<file path="src/hw/qpb_pkg.sv">
// package: shared constants and types for the quasi-bidirectional port bank
package qpb_pkg;
  localparam int PORT_W = 8;
  localparam int NUM_PORTS = 4;
  localparam logic [7:0] LATCH_RST = 8'hFF;
  localparam logic [7:0] ALL_ONES = 8'hFF;
  // machine cycle: six states, two phases each, one oscillator period per phase
  localparam int PHASES_PER_CYCLE = 12;
  localparam logic [3:0] PH_S1P1 = 4'h0;
  localparam logic [3:0] PH_S1P2 = 4'h1;
  localparam logic [3:0] PH_S6P2 = 4'hB;
  // strong pull-up pulse on a CMOS 0-to-1 change, in oscillator periods
  localparam int BOOST_OSC_PERIODS = 2;
  // port selects
  localparam logic [1:0] PORT_ZERO = 2'h0;
  localparam logic [1:0] PORT_ONE = 2'h1;
  localparam logic [1:0] PORT_TWO = 2'h2;
  localparam logic [1:0] PORT_THREE = 2'h3;
  // read source selects
  typedef enum logic [1:0] {QPB_RD_NONE, QPB_RD_LATCH, QPB_RD_PIN} qpb_rdsel_t;
  // port 3 and port 1 bit positions of alternate functions
  localparam int P3_SER_IN = 0;
  localparam int P3_SER_OUT = 1;
  localparam int P3_IRQ_A = 2;
  localparam int P3_IRQ_B = 3;
  localparam int P3_TMR_A = 4;
  localparam int P3_TMR_B = 5;
  localparam int P3_WR_STB = 6;
  localparam int P3_RD_STB = 7;
  localparam int P1_TMR_C = 0;
  localparam int P1_TMR_C_TRIG = 1;
endpackage : qpb_pkg

</file>
<file path="src/hw/qpb_pin_if.sv">
// interface: one port's pin view between the bank and its pin drivers
interface qpb_pin_if;
  import qpb_pkg::*;
  logic [7:0] drive_low;
  logic [7:0] boost;
  logic [7:0] pin_sync;
  modport bank (output drive_low, output boost, input pin_sync);
  modport pad (input drive_low, input boost, output pin_sync);
endinterface : qpb_pin_if

</file>
<file path="src/hw/qpb_pin_sync.sv">
// module: three-flop pin synchroniser, a change counts when flops two and three agree
module qpb_pin_sync
  import qpb_pkg::*;
#(
  parameter int W = 8
)
(
  input wire logic ref_clk,
  input wire logic rst,
  input wire logic [W-1:0] pin_in,
  output logic [W-1:0] pin_level
);
  logic [W-1:0] s1_q;
  logic [W-1:0] s2_q;
  logic [W-1:0] s3_q;
  logic [W-1:0] lvl_q;
  logic [W-1:0] lvl_d;

  assign lvl_d = (s2_q & s3_q) | (~(s2_q ^ s3_q) & s2_q) | ((s2_q ^ s3_q) & lvl_q);
  assign pin_level = lvl_q;

  always_ff @(posedge ref_clk or posedge rst)
  begin
    if (rst)
    begin
      s1_q <= '1;
      s2_q <= '1;
      s3_q <= '1;
      lvl_q <= '1;
    end
    else
    begin
      s1_q <= pin_in;
      s2_q <= s1_q;
      s3_q <= s2_q;
      lvl_q <= lvl_d;
    end
  end
endmodule : qpb_pin_sync

</file>
<file path="src/hw/qpb_port_bank.sv">
// module: four 8-bit quasi-bidirectional ports with latches, read paths and bus muxing
// Overview of operation
// - port zero carries address low, then data
// - port two: high address if 16-bit, else latch
// - port three and p1.0/1 carry special functions
// - alternate function needs latch one, else low
// - write-latch loads; read latch or pin
// - external access: p2 latch kept, p0 all ones
// - p3 latch one: pin follows alternate output
// - p0 pull-up only for bus ones, else open-drain
// - reset sets every latch bit to one
// - latch loads at S6P2 of last cycle
// - buffers sample latch in phase 1 only
// - 0-to-1 boost during S1P1 and S1P2; the code boosts in S2P2 and S3P1
// - CMOS strong pull-up two oscillator periods
// - port two strong pull-up on address ones
// - read-modify-write reads latch, not pin
// - bit ops rewrite whole byte from latch
module qpb_port_bank
  import qpb_pkg::*;
#(
  parameter bit CMOS_BUILD = 1'b1,
  parameter bit THREE_TIMER = 1'b1
)
(
  input wire logic ref_clk,
  input wire logic rst,
  input wire logic [3:0] phase_idx,
  input wire logic [1:0] port_sel,
  input wire logic wr_latch,
  input wire logic last_cycle,
  input wire logic [7:0] wr_data,
  input wire logic bit_op,
  input wire logic [2:0] bit_idx,
  input wire logic bit_val,
  input wire qpb_pkg::qpb_rdsel_t rd_sel,
  input wire logic rmw_op,
  output logic [7:0] rd_data,
  input wire logic ext_access,
  input wire logic addr16,
  input wire logic [15:0] ext_addr,
  input wire logic addr_phase,
  input wire logic [7:0] ext_wdata,
  input wire logic ext_wr_drive,
  output logic [7:0] ext_rdata,
  input wire logic ser_out,
  input wire logic wr_strobe_n,
  input wire logic rd_strobe_n,
  output logic ser_in,
  output logic ext_irq_a,
  output logic ext_irq_b,
  output logic timer_a_count_input,
  output logic timer_b_count_input,
  output logic timer_c_count_input,
  output logic timer_c_capture_trigger,
  input wire logic [7:0] p0_pin_in,
  input wire logic [7:0] p1_pin_in,
  input wire logic [7:0] p2_pin_in,
  input wire logic [7:0] p3_pin_in,
  output logic [7:0] p0_out,
  output logic [7:0] p0_oe,
  output logic [7:0] p1_out,
  output logic [7:0] p1_oe,
  output logic [7:0] p2_out,
  output logic [7:0] p2_oe,
  output logic [7:0] p3_out,
  output logic [7:0] p3_oe,
  output logic [7:0] p1_strong_pullup,
  output logic [7:0] p2_strong_pullup,
  output logic [7:0] p3_strong_pullup
);
  import qpb_pkg::*;

  localparam int BOOST_LEN = CMOS_BUILD ? BOOST_OSC_PERIODS : 2;

  function automatic logic [7:0] pick(input logic [1:0] sel, input logic [7:0] a, input logic [7:0] b,
                                      input logic [7:0] c, input logic [7:0] d);
    pick = (sel == PORT_ZERO) ? a : (sel == PORT_ONE) ? b : (sel == PORT_TWO) ? c : d;
  endfunction : pick

  logic [7:0] port_zero_latch, port_one_latch, port_two_latch, port_three_latch;
  logic [7:0] p0_lvl, p1_lvl, p2_lvl, p3_lvl;
  logic [7:0] buf0_q, buf1_q, buf2_q, buf3_q;
  logic [7:0] prev1_q, prev2_q, prev3_q;
  logic [7:0] boost1_q, boost2_q, boost3_q;
  logic [1:0] bcnt1_q [8];
  logic [1:0] bcnt2_q [8];
  logic [1:0] bcnt3_q [8];
  logic ext_q;

  qpb_pin_if pif0 ();

  qpb_pin_sync #(.W(32)) u_sync (
    .ref_clk(ref_clk),
    .rst(rst),
    .pin_in({p3_pin_in, p2_pin_in, p1_pin_in, p0_pin_in}),
    .pin_level({p3_lvl, p2_lvl, p1_lvl, p0_lvl})
  );

  // latch write path
  wire load_now = wr_latch & last_cycle & (phase_idx == PH_S6P2);
  wire [7:0] cur_latch = pick(port_sel, port_zero_latch, port_one_latch, port_two_latch, port_three_latch);
  wire [7:0] bit_mask = 8'h01 << bit_idx;
  wire [7:0] new_byte = bit_op ? ((cur_latch & ~bit_mask) | ({8{bit_val}} & bit_mask)) : wr_data;
  wire p1_phase = ~phase_idx[0];

  always_ff @(posedge ref_clk or posedge rst)
  begin
    if (rst)
    begin
      port_zero_latch <= LATCH_RST;
      port_one_latch <= LATCH_RST;
      port_two_latch <= LATCH_RST;
      port_three_latch <= LATCH_RST;
    end
    else
    begin
      if (ext_access)
        port_zero_latch <= ALL_ONES;
      else if (load_now && port_sel == PORT_ZERO)
        port_zero_latch <= new_byte;
      if (load_now && port_sel == PORT_ONE)
        port_one_latch <= new_byte;
      if (load_now && port_sel == PORT_TWO && !ext_access)
        port_two_latch <= new_byte;
      if (load_now && port_sel == PORT_THREE)
        port_three_latch <= new_byte;
    end
  end

  // read path: rmw always reads latch
  wire [7:0] lat_rd = cur_latch;
  wire [7:0] pin_rd = pick(port_sel, p0_lvl, p1_lvl, p2_lvl, p3_lvl);
  wire use_latch = rmw_op | (rd_sel == QPB_RD_LATCH);
  wire [7:0] rd_d = use_latch ? lat_rd : (rd_sel == QPB_RD_PIN) ? pin_rd : 8'h00;

  // output buffers sample latches in phase 1 and hold in phase 2
  always_ff @(posedge ref_clk or posedge rst)
  begin
    if (rst)
    begin
      buf0_q <= LATCH_RST;
      buf1_q <= LATCH_RST;
      buf2_q <= LATCH_RST;
      buf3_q <= LATCH_RST;
      ext_q <= 1'b0;
    end
    else if (p1_phase)
    begin
      buf0_q <= port_zero_latch;
      buf1_q <= port_one_latch;
      buf2_q <= port_two_latch;
      buf3_q <= port_three_latch;
      ext_q <= ext_access;
    end
  end

  // pin drive composition
  wire [7:0] p3_alt_out = {rd_strobe_n, wr_strobe_n, 4'hF, ser_out, 1'b1};
  wire [7:0] p3_level = buf3_q & p3_alt_out;
  wire [7:0] p1_level = buf1_q;
  wire [7:0] p0_bus = addr_phase ? ext_addr[7:0] : ext_wdata;
  wire p0_bus_drv = ext_q & (addr_phase | ext_wr_drive);
  wire [7:0] p0_out_d = p0_bus_drv ? p0_bus : 8'h00;
  wire [7:0] p0_oe_d = p0_bus_drv ? ALL_ONES : ~buf0_q;
  wire use_hi = ext_q & addr16;
  wire [7:0] p2_level = use_hi ? ext_addr[15:8] : buf2_q;

  assign pif0.drive_low = ~p0_oe_d;
  assign pif0.boost = 8'h00;
  assign pif0.pin_sync = p0_lvl;

  // boost pulse: strong pull-up for BOOST_LEN cycles, in S2P2 and S3P1, after a 0-to-1 change
  // compared at S1P2, the first edge at which the S1P1 buffer sample is visible;
  // comparing at S1P1 would see the old buffer and boost a whole machine cycle late
  wire s1_start = phase_idx == PH_S1P2;
  genvar g;
  generate
    for (g = 0; g < 8; g++)
    begin : g_boost
      always_ff @(posedge ref_clk or posedge rst)
      begin
        if (rst)
        begin
          bcnt1_q[g] <= 2'h0;
          bcnt2_q[g] <= 2'h0;
          bcnt3_q[g] <= 2'h0;
        end
        else
        begin
          bcnt1_q[g] <= (s1_start && p1_level[g] && !prev1_q[g]) ? 2'(BOOST_LEN) :
                        (bcnt1_q[g] != 2'h0) ? bcnt1_q[g] - 2'h1 : 2'h0;
          bcnt2_q[g] <= (s1_start && p2_level[g] && !prev2_q[g]) ? 2'(BOOST_LEN) :
                        (bcnt2_q[g] != 2'h0) ? bcnt2_q[g] - 2'h1 : 2'h0;
          bcnt3_q[g] <= (s1_start && p3_level[g] && !prev3_q[g]) ? 2'(BOOST_LEN) :
                        (bcnt3_q[g] != 2'h0) ? bcnt3_q[g] - 2'h1 : 2'h0;
        end
      end
      assign boost1_q[g] = bcnt1_q[g] != 2'h0;
      assign boost2_q[g] = bcnt2_q[g] != 2'h0;
      assign boost3_q[g] = bcnt3_q[g] != 2'h0;
    end
  endgenerate

  // registered outputs
  always_ff @(posedge ref_clk or posedge rst)
  begin
    if (rst)
    begin
      rd_data <= 8'h00;
      ext_rdata <= 8'h00;
      p0_out <= 8'h00;
      p0_oe <= 8'h00;
      p1_out <= LATCH_RST;
      p1_oe <= 8'h00;
      p2_out <= LATCH_RST;
      p2_oe <= 8'h00;
      p3_out <= LATCH_RST;
      p3_oe <= 8'h00;
      prev1_q <= LATCH_RST;
      prev2_q <= LATCH_RST;
      prev3_q <= LATCH_RST;
      p1_strong_pullup <= 8'h00;
      p2_strong_pullup <= 8'h00;
      p3_strong_pullup <= 8'h00;
      ser_in <= 1'b1;
      ext_irq_a <= 1'b1;
      ext_irq_b <= 1'b1;
      timer_a_count_input <= 1'b1;
      timer_b_count_input <= 1'b1;
      timer_c_count_input <= 1'b1;
      timer_c_capture_trigger <= 1'b1;
    end
    else
    begin
      rd_data <= rd_d;
      ext_rdata <= p0_lvl;
      p0_out <= p0_out_d;
      p0_oe <= p0_oe_d;
      // quasi-bidirectional: drive only zeros, pull-ups handled by strong_pullup
      p1_out <= p1_level;
      p1_oe <= ~p1_level;
      p2_out <= p2_level;
      p2_oe <= ~p2_level;
      p3_out <= p3_level;
      p3_oe <= ~p3_level;
      if (s1_start)
      begin
        prev1_q <= p1_level;
        prev2_q <= p2_level;
        prev3_q <= p3_level;
      end
      p1_strong_pullup <= boost1_q;
      p2_strong_pullup <= boost2_q | (use_hi ? ext_addr[15:8] : 8'h00);
      p3_strong_pullup <= boost3_q;
      ser_in <= p3_lvl[P3_SER_IN];
      ext_irq_a <= p3_lvl[P3_IRQ_A];
      ext_irq_b <= p3_lvl[P3_IRQ_B];
      timer_a_count_input <= p3_lvl[P3_TMR_A];
      timer_b_count_input <= p3_lvl[P3_TMR_B];
      timer_c_count_input <= THREE_TIMER ? p1_lvl[P1_TMR_C] : 1'b1;
      timer_c_capture_trigger <= THREE_TIMER ? p1_lvl[P1_TMR_C_TRIG] : 1'b1;
    end
  end
endmodule : qpb_port_bank

</file>
<file path="config.mk">
export PLATFORM = sky130hd
export DESIGN_NAME = qpb_port_bank
export DESIGN_NICKNAME = d
export VERILOG_FILES = /design/src/hw/qpb_pkg.sv /design/src/hw/qpb_pin_if.sv /design/src/hw/qpb_pin_sync.sv /design/src/hw/qpb_port_bank.sv
export SDC_FILE = /design/constraint.sdc
export NUM_CORES = 1
export LEC_CHECK = 0
export BUFFER_PORTS_ARGS = -buffer_cell sky130_fd_sc_hd__buf_2
export CAP_MARGIN = 20
export CORE_MARGIN = 2
export CORE_UTILIZATION = 48
export CTS_CLUSTER_DIAMETER = 30
export DETAILED_ROUTE_END_ITERATION = 6
export PLACE_DENSITY_LB_ADDON = 0.05
export SLEW_MARGIN = 10
export SYNTH_ARGS = -nofsm -noshare
export SYNTH_HDL_FRONTEND = slang
export SYNTH_SLANG_ARGS = --single-unit
</file>
<file path="constraint.sdc">
create_clock -name ref_clk -period 19.1 [get_ports ref_clk]
set_input_delay 1.91 -clock ref_clk [delete_from_list [all_inputs] [get_ports ref_clk]]
set_output_delay 1.91 -clock ref_clk [all_outputs]
set_load 0.01 [all_outputs]
</file>
==> results.sh <==
export IMPL_met3_usage_pct=6.180
export IMPL_reg2regPathDepth=4
export IMPL_drive_gt1_share_pct=59.45
export IMPL_layoutNonFillerInstCount=1470
export IMPL_yosysSeqAreaShare_pct=74.05
export IMPL_htree_levels=3
export IMPL_critical_path_class="primary input to async pin"
export IMPL_yosys_most_used_dff="dfstp_2"
export IMPL_cts_resized=0
export IMPL_maxSlewHeadroom_pct=33.74
export IMPL_min_path_type="flip-flop to flip-flop"
export IMPL_firstDrtPassIters=5
export IMPL_slowest_delay_ps=710
export IMPL_drv_slew=0
export IMPL_netlist_instances=815
export IMPL_pre_cts_ws_ps=14770
export IMPL_synth_net_count=936
export IMPL_grt_use_met1_pct=23.88
export IMPL_vias_per_cell=4.927
export IMPL_cts_root_buf="clkbuf_16"
export IMPL_io_buffers=199
export IMPL_area_growth_pct=29.95
export IMPL_grt_busiest_layer="met2"
export IMPL_placed_cells=1336
export IMPL_ys_ff_latch=376
export IMPL_nFillCells=2044
export IMPL_hold_slack_ps=350.4
export IMPL_critPathSlowestCell="buf_12"
export IMPL_grt_usage_pct=18.12
export IMPL_place_gp_congestion=0.7472
export IMPL_cts_buffers=72
export IMPL_die_x_um=169.4
export IMPL_clock_latency_ps=550
export IMPL_clockBufferDepth=3
export IMPL_grt_pass1_vias=7521
export IMPL_crit_fanout=188
export IMPL_initial_utilization_pct=48.83
export IMPL_worstPathRequired_ps=19700
export IMPL_fp_dieArea_mm2=0.02868
export IMPL_fmax_mhz=271.6
export IMPL_fin_ws_ps=15420
export IMPL_endpoint="p3_oe[7]$_DFF_PP0_"
export IMPL_die_h_um=169.4
export IMPL_fin_util_pct=63.45
export IMPL_use_met2_pct=28.06
export IMPL_ant_nets=0
export IMPL_core_area_mm2=0.02688
export IMPL_drc=0
export IMPL_status="finished clean"
export IMPL_grt_max_degree=189
export IMPL_critPathArrivalTime_ps=4280
export IMPL_finalPower_mw=2.306
export IMPL_yosysTopAreaCellShare_pct=49.45
export IMPL_clkSlewWorstSetupHoldPaths_ps=40
export IMPL_cp_cell_sequence="buf_2, inv_8, buf_12, buf_4"
export IMPL_tns_ps=0
export IMPL_wl_um=24800
export IMPL_cap_violations=0
export IMPL_synth_top_area_cell="dfstp_2"
export IMPL_fin_crit_ps=3681
export IMPL_synth_edf_count=0
export IMPL_cp_top_family="buffers and inverters"
export IMPL_start_kind="primary input"
export IMPL_r2r_start="port_zero_latch[4]$_DFFE_PP1P_"
export IMPL_critical_path_buf_inv_count=4
export IMPL_drt_initial_drc_count=378
export IMPL_finClkSkew_ps=13.66
export IMPL_p_leak_nw=8.226
export IMPL_nets=1191
export IMPL_cts_tree="done"
export IMPL_routedWlPerCell_um=16.87
export IMPL_via_count=7243
export IMPL_hold_buffers=0
export IMPL_final_hold_viol_count=0
export IMPL_worstSetupEndpointType="async pin"
export IMPL_async_flop_share_pct=100.0
export IMPL_yosys_top_cells_area="dfstp_2 49%, dfrtp_1 25%, mux2_2 4.8%"
export IMPL_worstSetupPathDepth=4
export IMPL_final_period_utilization_pct=19.27
export IMPL_synth_avg_cell_area_um2=16.10
export IMPL_cp_startpoint="rst"
export IMPL_rows=60
export IMPL_worst_r2r_setup_slack_ps=17370
export IMPL_rsz0062_at_grt="no"
export IMPL_stdcell_area_mm2=0.01705
export IMPL_power_density_mw_per_mm2=135.2
export IMPL_pin_count=200
export IMPL_r2r_end="port_two_latch[4]$_DFFE_PP1P_"
export IMPL_hpwl_um=15720
export IMPL_synth_area_mm2=0.01312
export IMPL_worstMarginPinSlew_ps=993.9
export IMPL_grt_overflow=0
export IMPL_cts_sinks=376
export IMPL_antenna_found_initial=5
export IMPL_postPlaceCellArea_mm2=0.01449
export IMPL_post_cts_buffers=0
export IMPL_synth_cell_type_count=34
export IMPL_setup_violations=0
export IMPL_ys_warn_count=0
export IMPL_grt_pass1_wl_um=40100
export IMPL_vdd_drop_max_uv=79.48
-- worst min path at each step --
stage | start | end | depth (start not counted)
after global placement | u_sync.s1_q[6]$_DFF_PP1_ | u_sync.s2_q[6]$_DFF_PP1_ | 0
after detailed placement | u_sync.s1_q[11]$_DFF_PP1_ | u_sync.s2_q[11]$_DFF_PP1_ | 0
after floorplan | u_sync.s1_q[0]$_DFF_PP1_ | u_sync.s2_q[0]$_DFF_PP1_ | 0
after CTS | u_sync.s1_q[9]$_DFF_PP1_ | u_sync.s2_q[9]$_DFF_PP1_ | 0
final | u_sync.s1_q[9]$_DFF_PP1_ | u_sync.s2_q[9]$_DFF_PP1_ | 0
after global routing | u_sync.s1_q[30]$_DFF_PP1_ | u_sync.s2_q[30]$_DFF_PP1_ | 0
-- worst reg2reg max path, cell delays in order, from the launching register on --
cell,delay (ps)
dfstp_2,570
mux4_2,320
mux2i_1,90
a21oi_1,440
mux2_2,250
-- cells by family after synthesis --
logic type	synth area share (%)
compound gates	6.025
simple gates	6.416
flops	74.05
buf+inv	1.630
fa+ha+maj	3.051
mux	8.828
-- sequential cells by signal, indices dropped and copies added, names as in the netlist, 16 cells and up --
signal / cells
u_sync.pin_level: 32
u_sync.s2_q: 32
bcnt1_q: 16
u_sync.s1_q: 32
bcnt2_q: 16
bcnt3_q: 16
u_sync.s3_q: 32
-- routing by layer --
| layer | routed length, um | part of all wire [%] |
|---|---|---|
| met1 | 10860 | 44 |
| met2 | 11740 | 47 |
| met3 | 1673 | 6.7 |
| met4 | 483 | 1.9 |
| met5 | 41 | 0.17 |
-- cell type report --
cell class	instances	area, um2	share of cell area (%)
Sequential cell	376	9718	56.98
Multi-Input combinational cell	389	3193	18.72
Clock buffer	89	1986	11.64
Timing Repair Buffer	204	1059	6.207
Clock inverter	42	558.0	3.272
Tap cell	341	426.7	2.502
Inverter	27	108.9	0.6383
Antenna cell	2	5.005	0.02935
-- power by group --
group | internal (mW) | switching, mW | leakage, nW
logic | 0.0499 | 0.0658 | 2.77
registers | 0.873 | 0.0247 | 4.23
clock network | 0.870 | 0.422 | 1.23
-- synth_stat cells (2+ instances only) --
| master | instances |
|---|---|
| dfstp_2 | 247 |
| dfrtp_1 | 129 |
| a21o_1 | 57 |
| mux2_2 | 56 |
| nand2_1 | 38 |
| ha_1 | 32 |
| inv_1 | 27 |
| nor3_1 | 27 |
| nor3b_1 | 27 |
| o21ai_0 | 25 |
| a21oi_1 | 16 |
| mux2i_1 | 16 |
| nor2_1 | 16 |
| or2_2 | 16 |
| mux4_2 | 14 |
| clkbuf_1 | 12 |
| and3_1 | 9 |
| or3_1 | 9 |
| a22o_1 | 8 |
| o22a_1 | 8 |
| buf_2 | 6 |
| nand3b_1 | 4 |
| buf_4 | 3 |
| mux4_1 | 2 |
| nand3_1 | 2 |
-- cells in the final DEF (no fill, tap or decap), types with 9 or more instances in the layout --
| cell | synthesis | layout |
|---|---|---|
| nor3b_1 | 27 | 27 |
| dfstp_2 | 247 | 247 |
| clkbuf_16 | 0 | 72 |
| nor3_1 | 27 | 27 |
| clkbuf_8 | 0 | 12 |
| mux2_2 | 56 | 56 |
| mux2i_1 | 16 | 16 |
| buf_2 | 6 | 199 |
| bufinv_16 | 0 | 9 |
| inv_1 | 27 | 26 |
| a21o_1 | 57 | 57 |
| ha_1 | 32 | 32 |
| inv_6 | 0 | 11 |
| nand2_1 | 38 | 38 |
| and3_1 | 9 | 9 |
| nor2_1 | 16 | 16 |
| a21oi_1 | 16 | 16 |
| dfrtp_1 | 129 | 129 |
| o21ai_0 | 25 | 25 |
| or2_2 | 16 | 16 |
| mux4_2 | 14 | 14 |
No activity file was read; power rests on OpenSTA's default activity.
